File: config.mk
export PLATFORM = sky130hd
export DESIGN_NAME = tfs_scheduler
export DESIGN_NICKNAME = d
export VERILOG_FILES = /design/src/hdl/tfs_pkg.sv /design/src/hdl/tfs_rate_gate.sv /design/src/hdl/tfs_scheduler.sv
export VERILOG_INCLUDE_DIRS = /design/src /design/src/hdl
export SDC_FILE = /design/constraint.sdc
export NUM_CORES = 1
export LEC_CHECK = 0
export BUFFER_PORTS_ARGS = -buffer_cell sky130_fd_sc_hd__buf_2
export CAP_MARGIN = 40
export CORE_ASPECT_RATIO = 1.75
export CORE_MARGIN = 8
export CORE_UTILIZATION = 53
export CTS_CLUSTER_SIZE = 25
export DETAILED_ROUTE_END_ITERATION = 7
export GPL_TIMING_DRIVEN = 0
export HOLD_SLACK_MARGIN = 0.1
export PLACE_DENSITY = 0.76
export SLEW_MARGIN = 5
export SYNTH_ARGS = -nofsm -noshare
export SYNTH_HDL_FRONTEND = slang
export SYNTH_SLANG_ARGS = --single-unit
File: constraint.sdc
create_clock -name core_clk -period 8.4 [get_ports core_clk]
set_clock_uncertainty 0.15 [all_clocks]
set_input_delay 0.84 -clock core_clk [delete_from_list [all_inputs] [get_ports core_clk]]
set_output_delay 0.84 -clock core_clk [all_outputs]
set_load 0.02 [all_outputs]
File: src/hdl/tfs_map.svh
// Purpose: register offsets, field positions, reset values and threshold maps of the cell scheduler
// Assumes: byte addresses on an 8-bit wishbone address, one 32-bit word per register
// Notes: definitions only
`ifndef TFS_MAP_SVH
`define TFS_MAP_SVH

// ----------------------------------------
// register offsets (byte addresses)
// ----------------------------------------
`define TFS_OFS_RATE0 8'h00
`define TFS_OFS_CGEN0 8'h10
`define TFS_OFS_STATUS 8'h20
`define TFS_OFS_CTRL 8'h24
`define TFS_OFS_BLOCK_MASK 8'hf0

// ----------------------------------------
// field positions
// ----------------------------------------
`define TFS_PRIO_MSB 3
`define TFS_PRIO_LSB 2
`define TFS_CTRL_ENABLE_BIT 0

// ----------------------------------------
// reset values
// ----------------------------------------
`define TFS_RATE_RST 8'h00
`define TFS_CGEN_RST 8'h0c
`define TFS_CTRL_RST 1'b0

// ----------------------------------------
// threshold maps: 3-bit slot bit index per threshold bit, bit 7 source first
// ----------------------------------------
`define TFS_PERM_PORT0 24'h77e888
`define TFS_PERM_PORT1 24'h535647
`define TFS_PERM_PORT2 24'h2ec43e
`define TFS_PERM_PORT3 24'h0a33f5

`endif

File: src/hdl/tfs_pkg.sv
// Purpose: shared types of the transmit cell scheduler
// Assumes: four transmit ports, classic wishbone with 8-bit byte address
// Notes: offsets and constants live in tfs_map.svh
package tfs_pkg;

   // ----------------------------------------
   // carriers
   // ----------------------------------------
   typedef struct packed {
      logic cyc;
      logic stb;
      logic we;
      logic [7:0] adr;
      logic [3:0] sel;
      logic [31:0] dat;
   } tfs_wb_req_t;

   typedef struct packed {
      logic [1:0] port;
      logic [7:0] slot;
   } tfs_grant_t;

endpackage

File: src/hdl/tfs_rate_gate.sv
// Purpose: per-port rate eligibility from slot number and programmed rate
// Assumes: threshold is a fixed bit permutation of the slot number
// Notes: one instance per port, the permutation is the only difference
`timescale 1ns/1ps
module tfs_rate_gate #(
   parameter logic [23:0] PERM = 24'h000000
) (
   slotNum,
   rate,
   eligible
);
   input wire logic [7:0] slotNum;
   input wire logic [7:0] rate;
   output logic eligible;

   logic [7:0] thresh;

   // ----------------------------------------
   // threshold lookup
   // ----------------------------------------
   // permutation instead of a 256-entry rom: same values, no memory
   genvar gb;
   generate
      for (gb = 0; gb < 8; gb++) begin : g_bit
         assign thresh[gb] = slotNum[PERM[3*gb +: 3]];
      end
   endgenerate

   // zero rate blocks even slot 0, whose threshold is zero
   assign eligible = (rate != 8'h00) && (rate >= thresh);
endmodule

File: src/hdl/tfs_scheduler.sv
// Purpose: transmit cell slot scheduler for four fifo ports, rate gate then priority
// Assumes: slotTick pulses once per cell slot; portCellAvail is each port's fifo not-empty
// Notes: grants leave through a two-entry buffer toward the line framer
`timescale 1ns/1ps
`include "tfs_map.svh"

module tfs_scheduler
   import tfs_pkg::*;
(
   input wire logic core_clk,
   input wire logic reset_n,
   input wire tfs_wb_req_t wbReq,
   output logic [31:0] wbDatO,
   output logic wbAck,
   input wire logic slotTick,
   output logic slotAccept,
   input wire logic [3:0] portCellAvail,
   output logic [3:0] portGrant,
   output tfs_grant_t grantData,
   output logic grantValid,
   input wire logic grantReady
);

   // ----------------------------------------
   // declarations
   // ----------------------------------------
   logic [7:0] rate_ff [4];
   logic [7:0] cgen_ff [4];
   logic enable_ff;
   logic [7:0] slotCount_ff;
   logic [1:0] lastPort_ff;
   logic [3:0] portGrant_ff;
   tfs_grant_t buf0_ff;
   tfs_grant_t buf1_ff;
   logic [1:0] bufCnt_ff;
   logic wbAck_ff;
   logic [31:0] wbDat_ff;

   logic wbHit;
   logic wbWrite;
   logic [1:0] regIdx;
   logic [7:0] blockAdr;
   logic [7:0] wordAdr;
   logic [31:0] nxt_wbDat;
   logic [3:0] elig;
   logic [3:0] candVec;
   logic [3:0] atBest;
   logic [1:0] prio [4];
   logic [1:0] bestLvl;
   logic [1:0] lowestLvl;
   logic anyCand;
   logic [1:0] winIdx;
   logic decide;
   logic push;
   logic pop;
   logic bufInReady;
   tfs_grant_t nxt_entry;
   logic [3:0] rateZero;
   logic [3:0] rateFull;

   // ----------------------------------------
   // wishbone slave
   // ----------------------------------------
   assign wbHit = wbReq.cyc && wbReq.stb && !wbAck_ff;
   assign wbWrite = wbHit && wbReq.we && wbReq.sel[0];
   assign regIdx = wbReq.adr[3:2];
   // registers are word aligned, the two low address bits are ignored
   assign wordAdr = {wbReq.adr[7:2], 2'b00};
   assign blockAdr = wordAdr & `TFS_OFS_BLOCK_MASK;

   // one wait state, ack drops the cycle after it was given
   always_ff @(posedge core_clk or negedge reset_n) begin
      if (!reset_n) begin
         wbAck_ff <= 1'b0;
      end else begin
         wbAck_ff <= wbHit;
      end
   end

   // settings take effect at the clock edge of the write, mid-slot included; no guard against change while busy
   always_ff @(posedge core_clk or negedge reset_n) begin
      if (!reset_n) begin
         for (int i = 0; i < 4; i++) begin
            rate_ff[i] <= `TFS_RATE_RST;
            cgen_ff[i] <= `TFS_CGEN_RST;
         end
      end else if (wbWrite) begin
         if (blockAdr == `TFS_OFS_RATE0) begin
            rate_ff[regIdx] <= wbReq.dat[7:0];
         end else if (blockAdr == `TFS_OFS_CGEN0) begin
            cgen_ff[regIdx] <= wbReq.dat[7:0];
         end
      end
   end

   always_ff @(posedge core_clk or negedge reset_n) begin
      if (!reset_n) begin
         enable_ff <= `TFS_CTRL_RST;
      end else if (wbWrite && wordAdr == `TFS_OFS_CTRL) begin
         enable_ff <= wbReq.dat[`TFS_CTRL_ENABLE_BIT];
      end
   end

   always_comb begin
      nxt_wbDat = 32'h00000000;
      if (blockAdr == `TFS_OFS_RATE0) begin
         nxt_wbDat = {24'h000000, rate_ff[regIdx]};
      end else if (blockAdr == `TFS_OFS_CGEN0) begin
         nxt_wbDat = {24'h000000, cgen_ff[regIdx]};
      end else if (wordAdr == `TFS_OFS_STATUS) begin
         nxt_wbDat = {20'h00000, bufCnt_ff, lastPort_ff, slotCount_ff};
      end else if (wordAdr == `TFS_OFS_CTRL) begin
         nxt_wbDat = {31'h00000000, enable_ff};
      end
   end

   always_ff @(posedge core_clk or negedge reset_n) begin
      if (!reset_n) begin
         wbDat_ff <= 32'h00000000;
      end else if (wbHit) begin
         wbDat_ff <= nxt_wbDat;
      end
   end

   assign wbAck = wbAck_ff;
   assign wbDatO = wbDat_ff;

   // ----------------------------------------
   // slot counter
   // ----------------------------------------
   always_ff @(posedge core_clk or negedge reset_n) begin
      if (!reset_n) begin
         slotCount_ff <= 8'h00;
      end else if (slotTick) begin
         slotCount_ff <= slotCount_ff + 8'h01;
      end
   end

   // ----------------------------------------
   // rate gates
   // ----------------------------------------
   // one gate per port, only the permutation differs
   tfs_rate_gate #(.PERM(`TFS_PERM_PORT0)) i_tfs_rate_gate0 (
      .slotNum(slotCount_ff),
      .rate(rate_ff[0]),
      .eligible(elig[0])
   );
   tfs_rate_gate #(.PERM(`TFS_PERM_PORT1)) i_tfs_rate_gate1 (
      .slotNum(slotCount_ff),
      .rate(rate_ff[1]),
      .eligible(elig[1])
   );
   tfs_rate_gate #(.PERM(`TFS_PERM_PORT2)) i_tfs_rate_gate2 (
      .slotNum(slotCount_ff),
      .rate(rate_ff[2]),
      .eligible(elig[2])
   );
   tfs_rate_gate #(.PERM(`TFS_PERM_PORT3)) i_tfs_rate_gate3 (
      .slotNum(slotCount_ff),
      .rate(rate_ff[3]),
      .eligible(elig[3])
   );

   // rate first, priority after; the rate is a ceiling only
   assign candVec = enable_ff ? (portCellAvail & elig) : 4'h0;

   // ----------------------------------------
   // priority selection
   // ----------------------------------------
   always_comb begin
      bestLvl = 2'h3;
      lowestLvl = 2'h0;
      anyCand = 1'b0;
      for (int i = 0; i < 4; i++) begin
         prio[i] = cgen_ff[i][`TFS_PRIO_MSB:`TFS_PRIO_LSB];
         if (prio[i] > lowestLvl) begin
            lowestLvl = prio[i];
         end
         if (candVec[i] && prio[i] <= bestLvl) begin
            bestLvl = prio[i];
         end
         anyCand = anyCand | candVec[i];
      end
      for (int i = 0; i < 4; i++) begin
         atBest[i] = candVec[i] && (prio[i] == bestLvl);
      end
   end

   // one winner only; higher levels hold their last winner, lowest level rotates
   always_comb begin
      winIdx = 2'h0;
      if (bestLvl == lowestLvl) begin
         // search from the port after the last winner, nearest hit assigned last
         for (int k = 4; k >= 1; k--) begin
            if (atBest[lastPort_ff + 2'(k)]) begin
               winIdx = lastPort_ff + 2'(k);
            end
         end
      end else if (atBest[lastPort_ff]) begin
         winIdx = lastPort_ff;
      end else begin
         for (int i = 3; i >= 0; i--) begin
            if (atBest[i]) begin
               winIdx = 2'(i);
            end
         end
      end
   end

   // a slot that meets a full buffer picks nobody, so no grant is dropped
   assign decide = slotTick && bufInReady;
   assign push = decide && anyCand;
   assign slotAccept = bufInReady;

   always_ff @(posedge core_clk or negedge reset_n) begin
      if (!reset_n) begin
         lastPort_ff <= 2'h3;
      end else if (push) begin
         lastPort_ff <= winIdx;
      end
   end

   always_ff @(posedge core_clk or negedge reset_n) begin
      if (!reset_n) begin
         portGrant_ff <= 4'h0;
      end else begin
         portGrant_ff <= push ? (4'h1 << winIdx) : 4'h0;
      end
   end

   assign portGrant = portGrant_ff;

   // ----------------------------------------
   // two-entry grant buffer
   // ----------------------------------------
   assign bufInReady = (bufCnt_ff != 2'h2);
   assign pop = grantValid && grantReady;
   assign nxt_entry.port = winIdx;
   assign nxt_entry.slot = slotCount_ff;

   always_ff @(posedge core_clk or negedge reset_n) begin
      if (!reset_n) begin
         buf0_ff <= '0;
         buf1_ff <= '0;
         bufCnt_ff <= 2'h0;
      end else begin
         unique case ({push, pop})
            2'b10: begin
               if (bufCnt_ff == 2'h0) begin
                  buf0_ff <= nxt_entry;
               end else begin
                  buf1_ff <= nxt_entry;
               end
               bufCnt_ff <= bufCnt_ff + 2'h1;
            end
            2'b01: begin
               buf0_ff <= buf1_ff;
               bufCnt_ff <= bufCnt_ff - 2'h1;
            end
            2'b11: begin
               if (bufCnt_ff == 2'h1) begin
                  buf0_ff <= nxt_entry;
               end else begin
                  buf0_ff <= buf1_ff;
                  buf1_ff <= nxt_entry;
               end
            end
            2'b00: begin
            end
         endcase
      end
   end

   assign grantValid = (bufCnt_ff != 2'h0);
   assign grantData = buf0_ff;

   // ----------------------------------------
   // checks
   // ----------------------------------------
   // rate extremes per port, checked here since the gates have no clock
   always_comb begin
      for (int i = 0; i < 4; i++) begin
         rateZero[i] = (rate_ff[i] == 8'h00);
         rateFull[i] = (rate_ff[i] == 8'hff);
      end
   end

   a_zero_rate_block: assert property (@(posedge core_clk) disable iff (!reset_n)
      (elig & rateZero) == 4'h0) else $error("zero rate port found eligible");
   a_full_rate_pass: assert property (@(posedge core_clk) disable iff (!reset_n)
      (elig & rateFull) == rateFull) else $error("full rate port found ineligible");
   a_single_grant: assert property (@(posedge core_clk) disable iff (!reset_n)
      $onehot0(portGrant_ff)) else $error("more than one port granted");
   a_grant_from_cand: assert property (@(posedge core_clk) disable iff (!reset_n)
      push |=> $onehot(portGrant_ff) && ((portGrant_ff & $past(candVec)) == portGrant_ff))
      else $error("grant went to a port that was not a candidate");
   a_idle_no_grant: assert property (@(posedge core_clk) disable iff (!reset_n)
      (slotTick && !anyCand) |=> (portGrant_ff == 4'h0)) else $error("grant without eligible port");
   a_prio_order: assert property (@(posedge core_clk) disable iff (!reset_n)
      push |-> (prio[winIdx] == bestLvl) && candVec[winIdx]) else $error("winner not at best level");
   a_top_holds: assert property (@(posedge core_clk) disable iff (!reset_n)
      (push && bestLvl != lowestLvl && atBest[lastPort_ff]) |=> portGrant_ff[$past(lastPort_ff)])
      else $error("holding port lost its slot");
   a_rr_rotates: assert property (@(posedge core_clk) disable iff (!reset_n)
      (push && bestLvl == lowestLvl && $countones(atBest) > 1) |-> (winIdx != lastPort_ff))
      else $error("round robin repeated a port");
   a_slot_wraps: assert property (@(posedge core_clk) disable iff (!reset_n)
      (slotTick && slotCount_ff == 8'hff) |=> (slotCount_ff == 8'h00)) else $error("slot counter did not wrap");
   a_buf_stalls: assert property (@(posedge core_clk) disable iff (!reset_n)
      (grantValid && !grantReady) |=> grantValid && $stable(grantData)) else $error("stalled grant changed");
   a_wb_acks: assert property (@(posedge core_clk) disable iff (!reset_n)
      wbHit |=> wbAck ##1 !wbAck) else $error("wishbone ack not one cycle after request");
   a_full_skips: assert property (@(posedge core_clk) disable iff (!reset_n)
      (slotTick && !slotAccept) |=> (portGrant_ff == 4'h0)) else $error("grant issued into a full buffer");
   a_grant_queued: assert property (@(posedge core_clk) disable iff (!reset_n)
      push |=> grantValid) else $error("granted cell missing from buffer");
   a_buf_bounded: assert property (@(posedge core_clk) disable iff (!reset_n)
      bufCnt_ff != 2'h3) else $error("grant buffer count out of range");

   c_buf_full: cover property (@(posedge core_clk) disable iff (!reset_n) bufCnt_ff == 2'h2 && !grantReady);
   c_push_pop: cover property (@(posedge core_clk) disable iff (!reset_n) push && pop);
   c_rr_turn: cover property (@(posedge core_clk) disable iff (!reset_n)
      push && bestLvl == lowestLvl && $countones(atBest) > 1);
   c_top_hold: cover property (@(posedge core_clk) disable iff (!reset_n) push && bestLvl != lowestLvl);
   c_slot_wrap: cover property (@(posedge core_clk) disable iff (!reset_n) slotTick && slotCount_ff == 8'hff);
endmodule

==> results.tsv <==
metric	value	unit
via count	5975	
Post-DP HPWL	16.0	mm
Hold Vio Cnt, Final	0	
Die Width	104	µm
Mapped Cells	696	
Max Fclk	129	MHz
cts bufs inserted	17	
share of cells above drive strength 1	0.268	
gr ovfl total	0	
Post-DRT Antenna Nets	0	
worst r2r path cells	33	
share of the core filled with cells	0.634	
number of synthesized register bits	114	
GP Congestion	0.937	
slowest CP cell	or4_1	
CP arrival	7.93	ns
number of global-route vias before repair	6207	
post-synthesis cell area	7170	µm²
htree depth	4	
CP peak stage delay	0.57	ns
Avg Cell Area, Syn	10.3	µm²
clock latency on the worst-skew pair	0.41	ns
count of buffers from port buffering	52	
setup violators final	0	
initial antenna violation count	0	
Rows	56	
Power, Total	0.00187	W
# IOs	104	
die area	17700	µm²
Yosys top cell by area	dfrtp_1	
worst-path fanout max	9	
slew at the pin with the worst max-slew slack	0.878	ns
crit path kind	reg -> reg	
Final WS setup	0.645	ns
sequential fraction of the synthesis area	0.399	
final wirelength	20.6	mm
Synth top area share	0.363	
YS warnings	0	
first-pass GRT wire length	33.1	mm
Max transition margin	0.412	
Main synth FF type	dfrtp_1	
total iterations of the first detailed-routing run	5	
aggregate global-route resource usage	0.238	
wire per inst	21.0	µm
initial drt markers	364	
Die H	170	µm
P&R area growth vs syn	17.6	%
Post-Place Cells	947	
CTS tree	done	
final period utilization	0.923	
min Tclk post-route	7.76	ns
Peak VDD IR	0.180	mV
most numerous cell in the Yosys netlist	dfrtp_1	
Max-cap violations	0	
worst r2r src	slotCount_ff[3]	
cell mode on critical path	ha_1	
Worst EP required	8.58	ns
power density over the cells	222	nW/µm²
worst slack, placed	0.313	ns
initial core utilization	0.539	
number of unique standard cell types used by synthesis	77	
Leak	4.08	nW
Worst setup SP type	register	
largest net degree at the start of global routing	50	
worst reg2reg path endpoint	portGrant[1]	
Hold Crit Class	in -> async	
root buf cell	clkbuf_16	
Non-Filler Instances	980	
Vias/cell	6.10	
# DRC	0	
clk buf depth	2	
number of flops mapped to enable cells by yosys	0	
diodes inserted	0	
outcome	finished clean	
FFs w/ async S/R, synth	1.00	
Worst setup EP type	register	
Final Max Slew Viols	0	
Synth top cells by count	dfrtp_1 (104), nand2_1 (77), mux2_2 (55), ha_1 (54), o21ai_0 (48)	
clk sinks	114	
clk slew on worst S/H paths	0.06	ns
Area contributors post-synth	dfrtp_1 (36%), ha_1 (9.4%), mux2_2 (8.6%)	
nets@finish	902	
Reg2Reg Setup Slack	0.64	ns
Hold-fix buffers, CTS	0	
core area	13300	µm²
[repair_timing]
action / CTS / global route
endpoints found under the setup margin: 0 / 10
setup buffers: 0 / 1
resized for setup: 0 / 5
[per-stage QoR]
stage                     cell area [µm²]  setup TNS (ns)  hold WS, ns
after floorplan                      7250               0        0.301
after global placement               7720               0        0.297
after detailed placement             7800               0        0.309
after CTS                            8400               0        0.182
after global routing                 8440         -0.0364        0.192
final                                8440               0        0.189
[worst max-delay path: cells and delay by family (launching register included)]
kind,cells,cell delay (ns)
fa+ha+maj,4,1.10
simple gates,10,2.46
flops,1,0.47
buf+inv,5,1.05
compound gates,14,2.43
[flip-flops by register name, summed over array words and instances (netlist names)]
name and cells:
bufCnt_ff 2, cgen_ff 32, buf1_ff 10, wbDatO 12, wbAck 1, rate_ff 32
enable_ff 1, slotCount_ff 8, lastPort_ff 2, grantData 10, portGrant 4
[worst max path at each step]
stage / cells after the start / slack [ns] / start / endpoint
2_1_floorplan: 33 / 1.85 / slotCount_ff[3] / portGrant[1]
3_3_place_gp: 32 / 0.44 / slotCount_ff[7] / grantData[8]
3_5_place_dp: 33 / 0.31 / slotCount_ff[7] / grantData[9]
4_1_cts: 32 / 0.28 / slotCount_ff[7] / grantData[8]
5_1_grt: 33 / -0.02 / slotCount_ff[3] / grantData[9]
6_report: 33 / 0.64 / slotCount_ff[3] / portGrant[1]
[final cells by class]
class,instances,area [µm²]
inverter,35,131
fill,1122,4880
timing repair buffer,59,347
clock inverter,9,134
clock buffer,23,468
tap,174,218
sequential,114,2870
buffer,43,243
multi-input combinational,523,4030
[power by group]
| part | total, W | internal, W | switching, W | leakage [nW] |
|---|---|---|---|---|
| Clock | 0.000732 | 0.000482 | 0.000250 | 0.280 |
| Combinational | 0.000469 | 0.000176 | 0.000293 | 2.30 |
| Sequential | 0.000673 | 0.000605 | 0.0000679 | 1.50 |
[logic make-up after synthesis]
| family | after synthesis | share of synthesized area |
|---|---|---|
| AND/OR/NAND/NOR | 190 | 0.129 |
| AO/OA/AOI/OAI | 168 | 0.162 |
| multiplexers | 77 | 0.145 |
| XOR/XNOR | 14 | 0.0181 |
| other | 1 | 0.000523 |
| flip-flops | 114 | 0.399 |
| adder cells (fa/ha/maj) | 54 | 0.0942 |
| buffers and inverters | 78 | 0.0521 |
[routing by layer]
metal / track usage / share of wire
met1: 0.248 / 0.36
met2: 0.414 / 0.52
met3: 0.0583 / 0.062
met4: 0.164 / 0.059
met5: 0 / 0
[cell usage in the layout (no fill, tap or decap), types with 5 or more instances in the layout]
cell,n
nand2b_1,6
inv_1,34
conb_1,20
o21ai_0,48
o21a_1,5
nor4_1,8
nor2b_1,6
a21o_1,10
buf_2,55
buf_1,7
nor2_1,30
a21oi_1,26
o211ai_1,6
buf_4,24
clkbuf_16,17
mux4_2,16
nand2_1,77
a22oi_1,8
dfrtp_1,104
a211oi_1,5
dfstp_2,10
mux2_2,55
clkbuf_1,17
xnor2_1,10
o21ai_1,9
ha_1,54
nor3_1,16
or3_1,5
mux2i_1,6
nand3_1,14
Note: power is estimated with default switching activity, not from simulation.
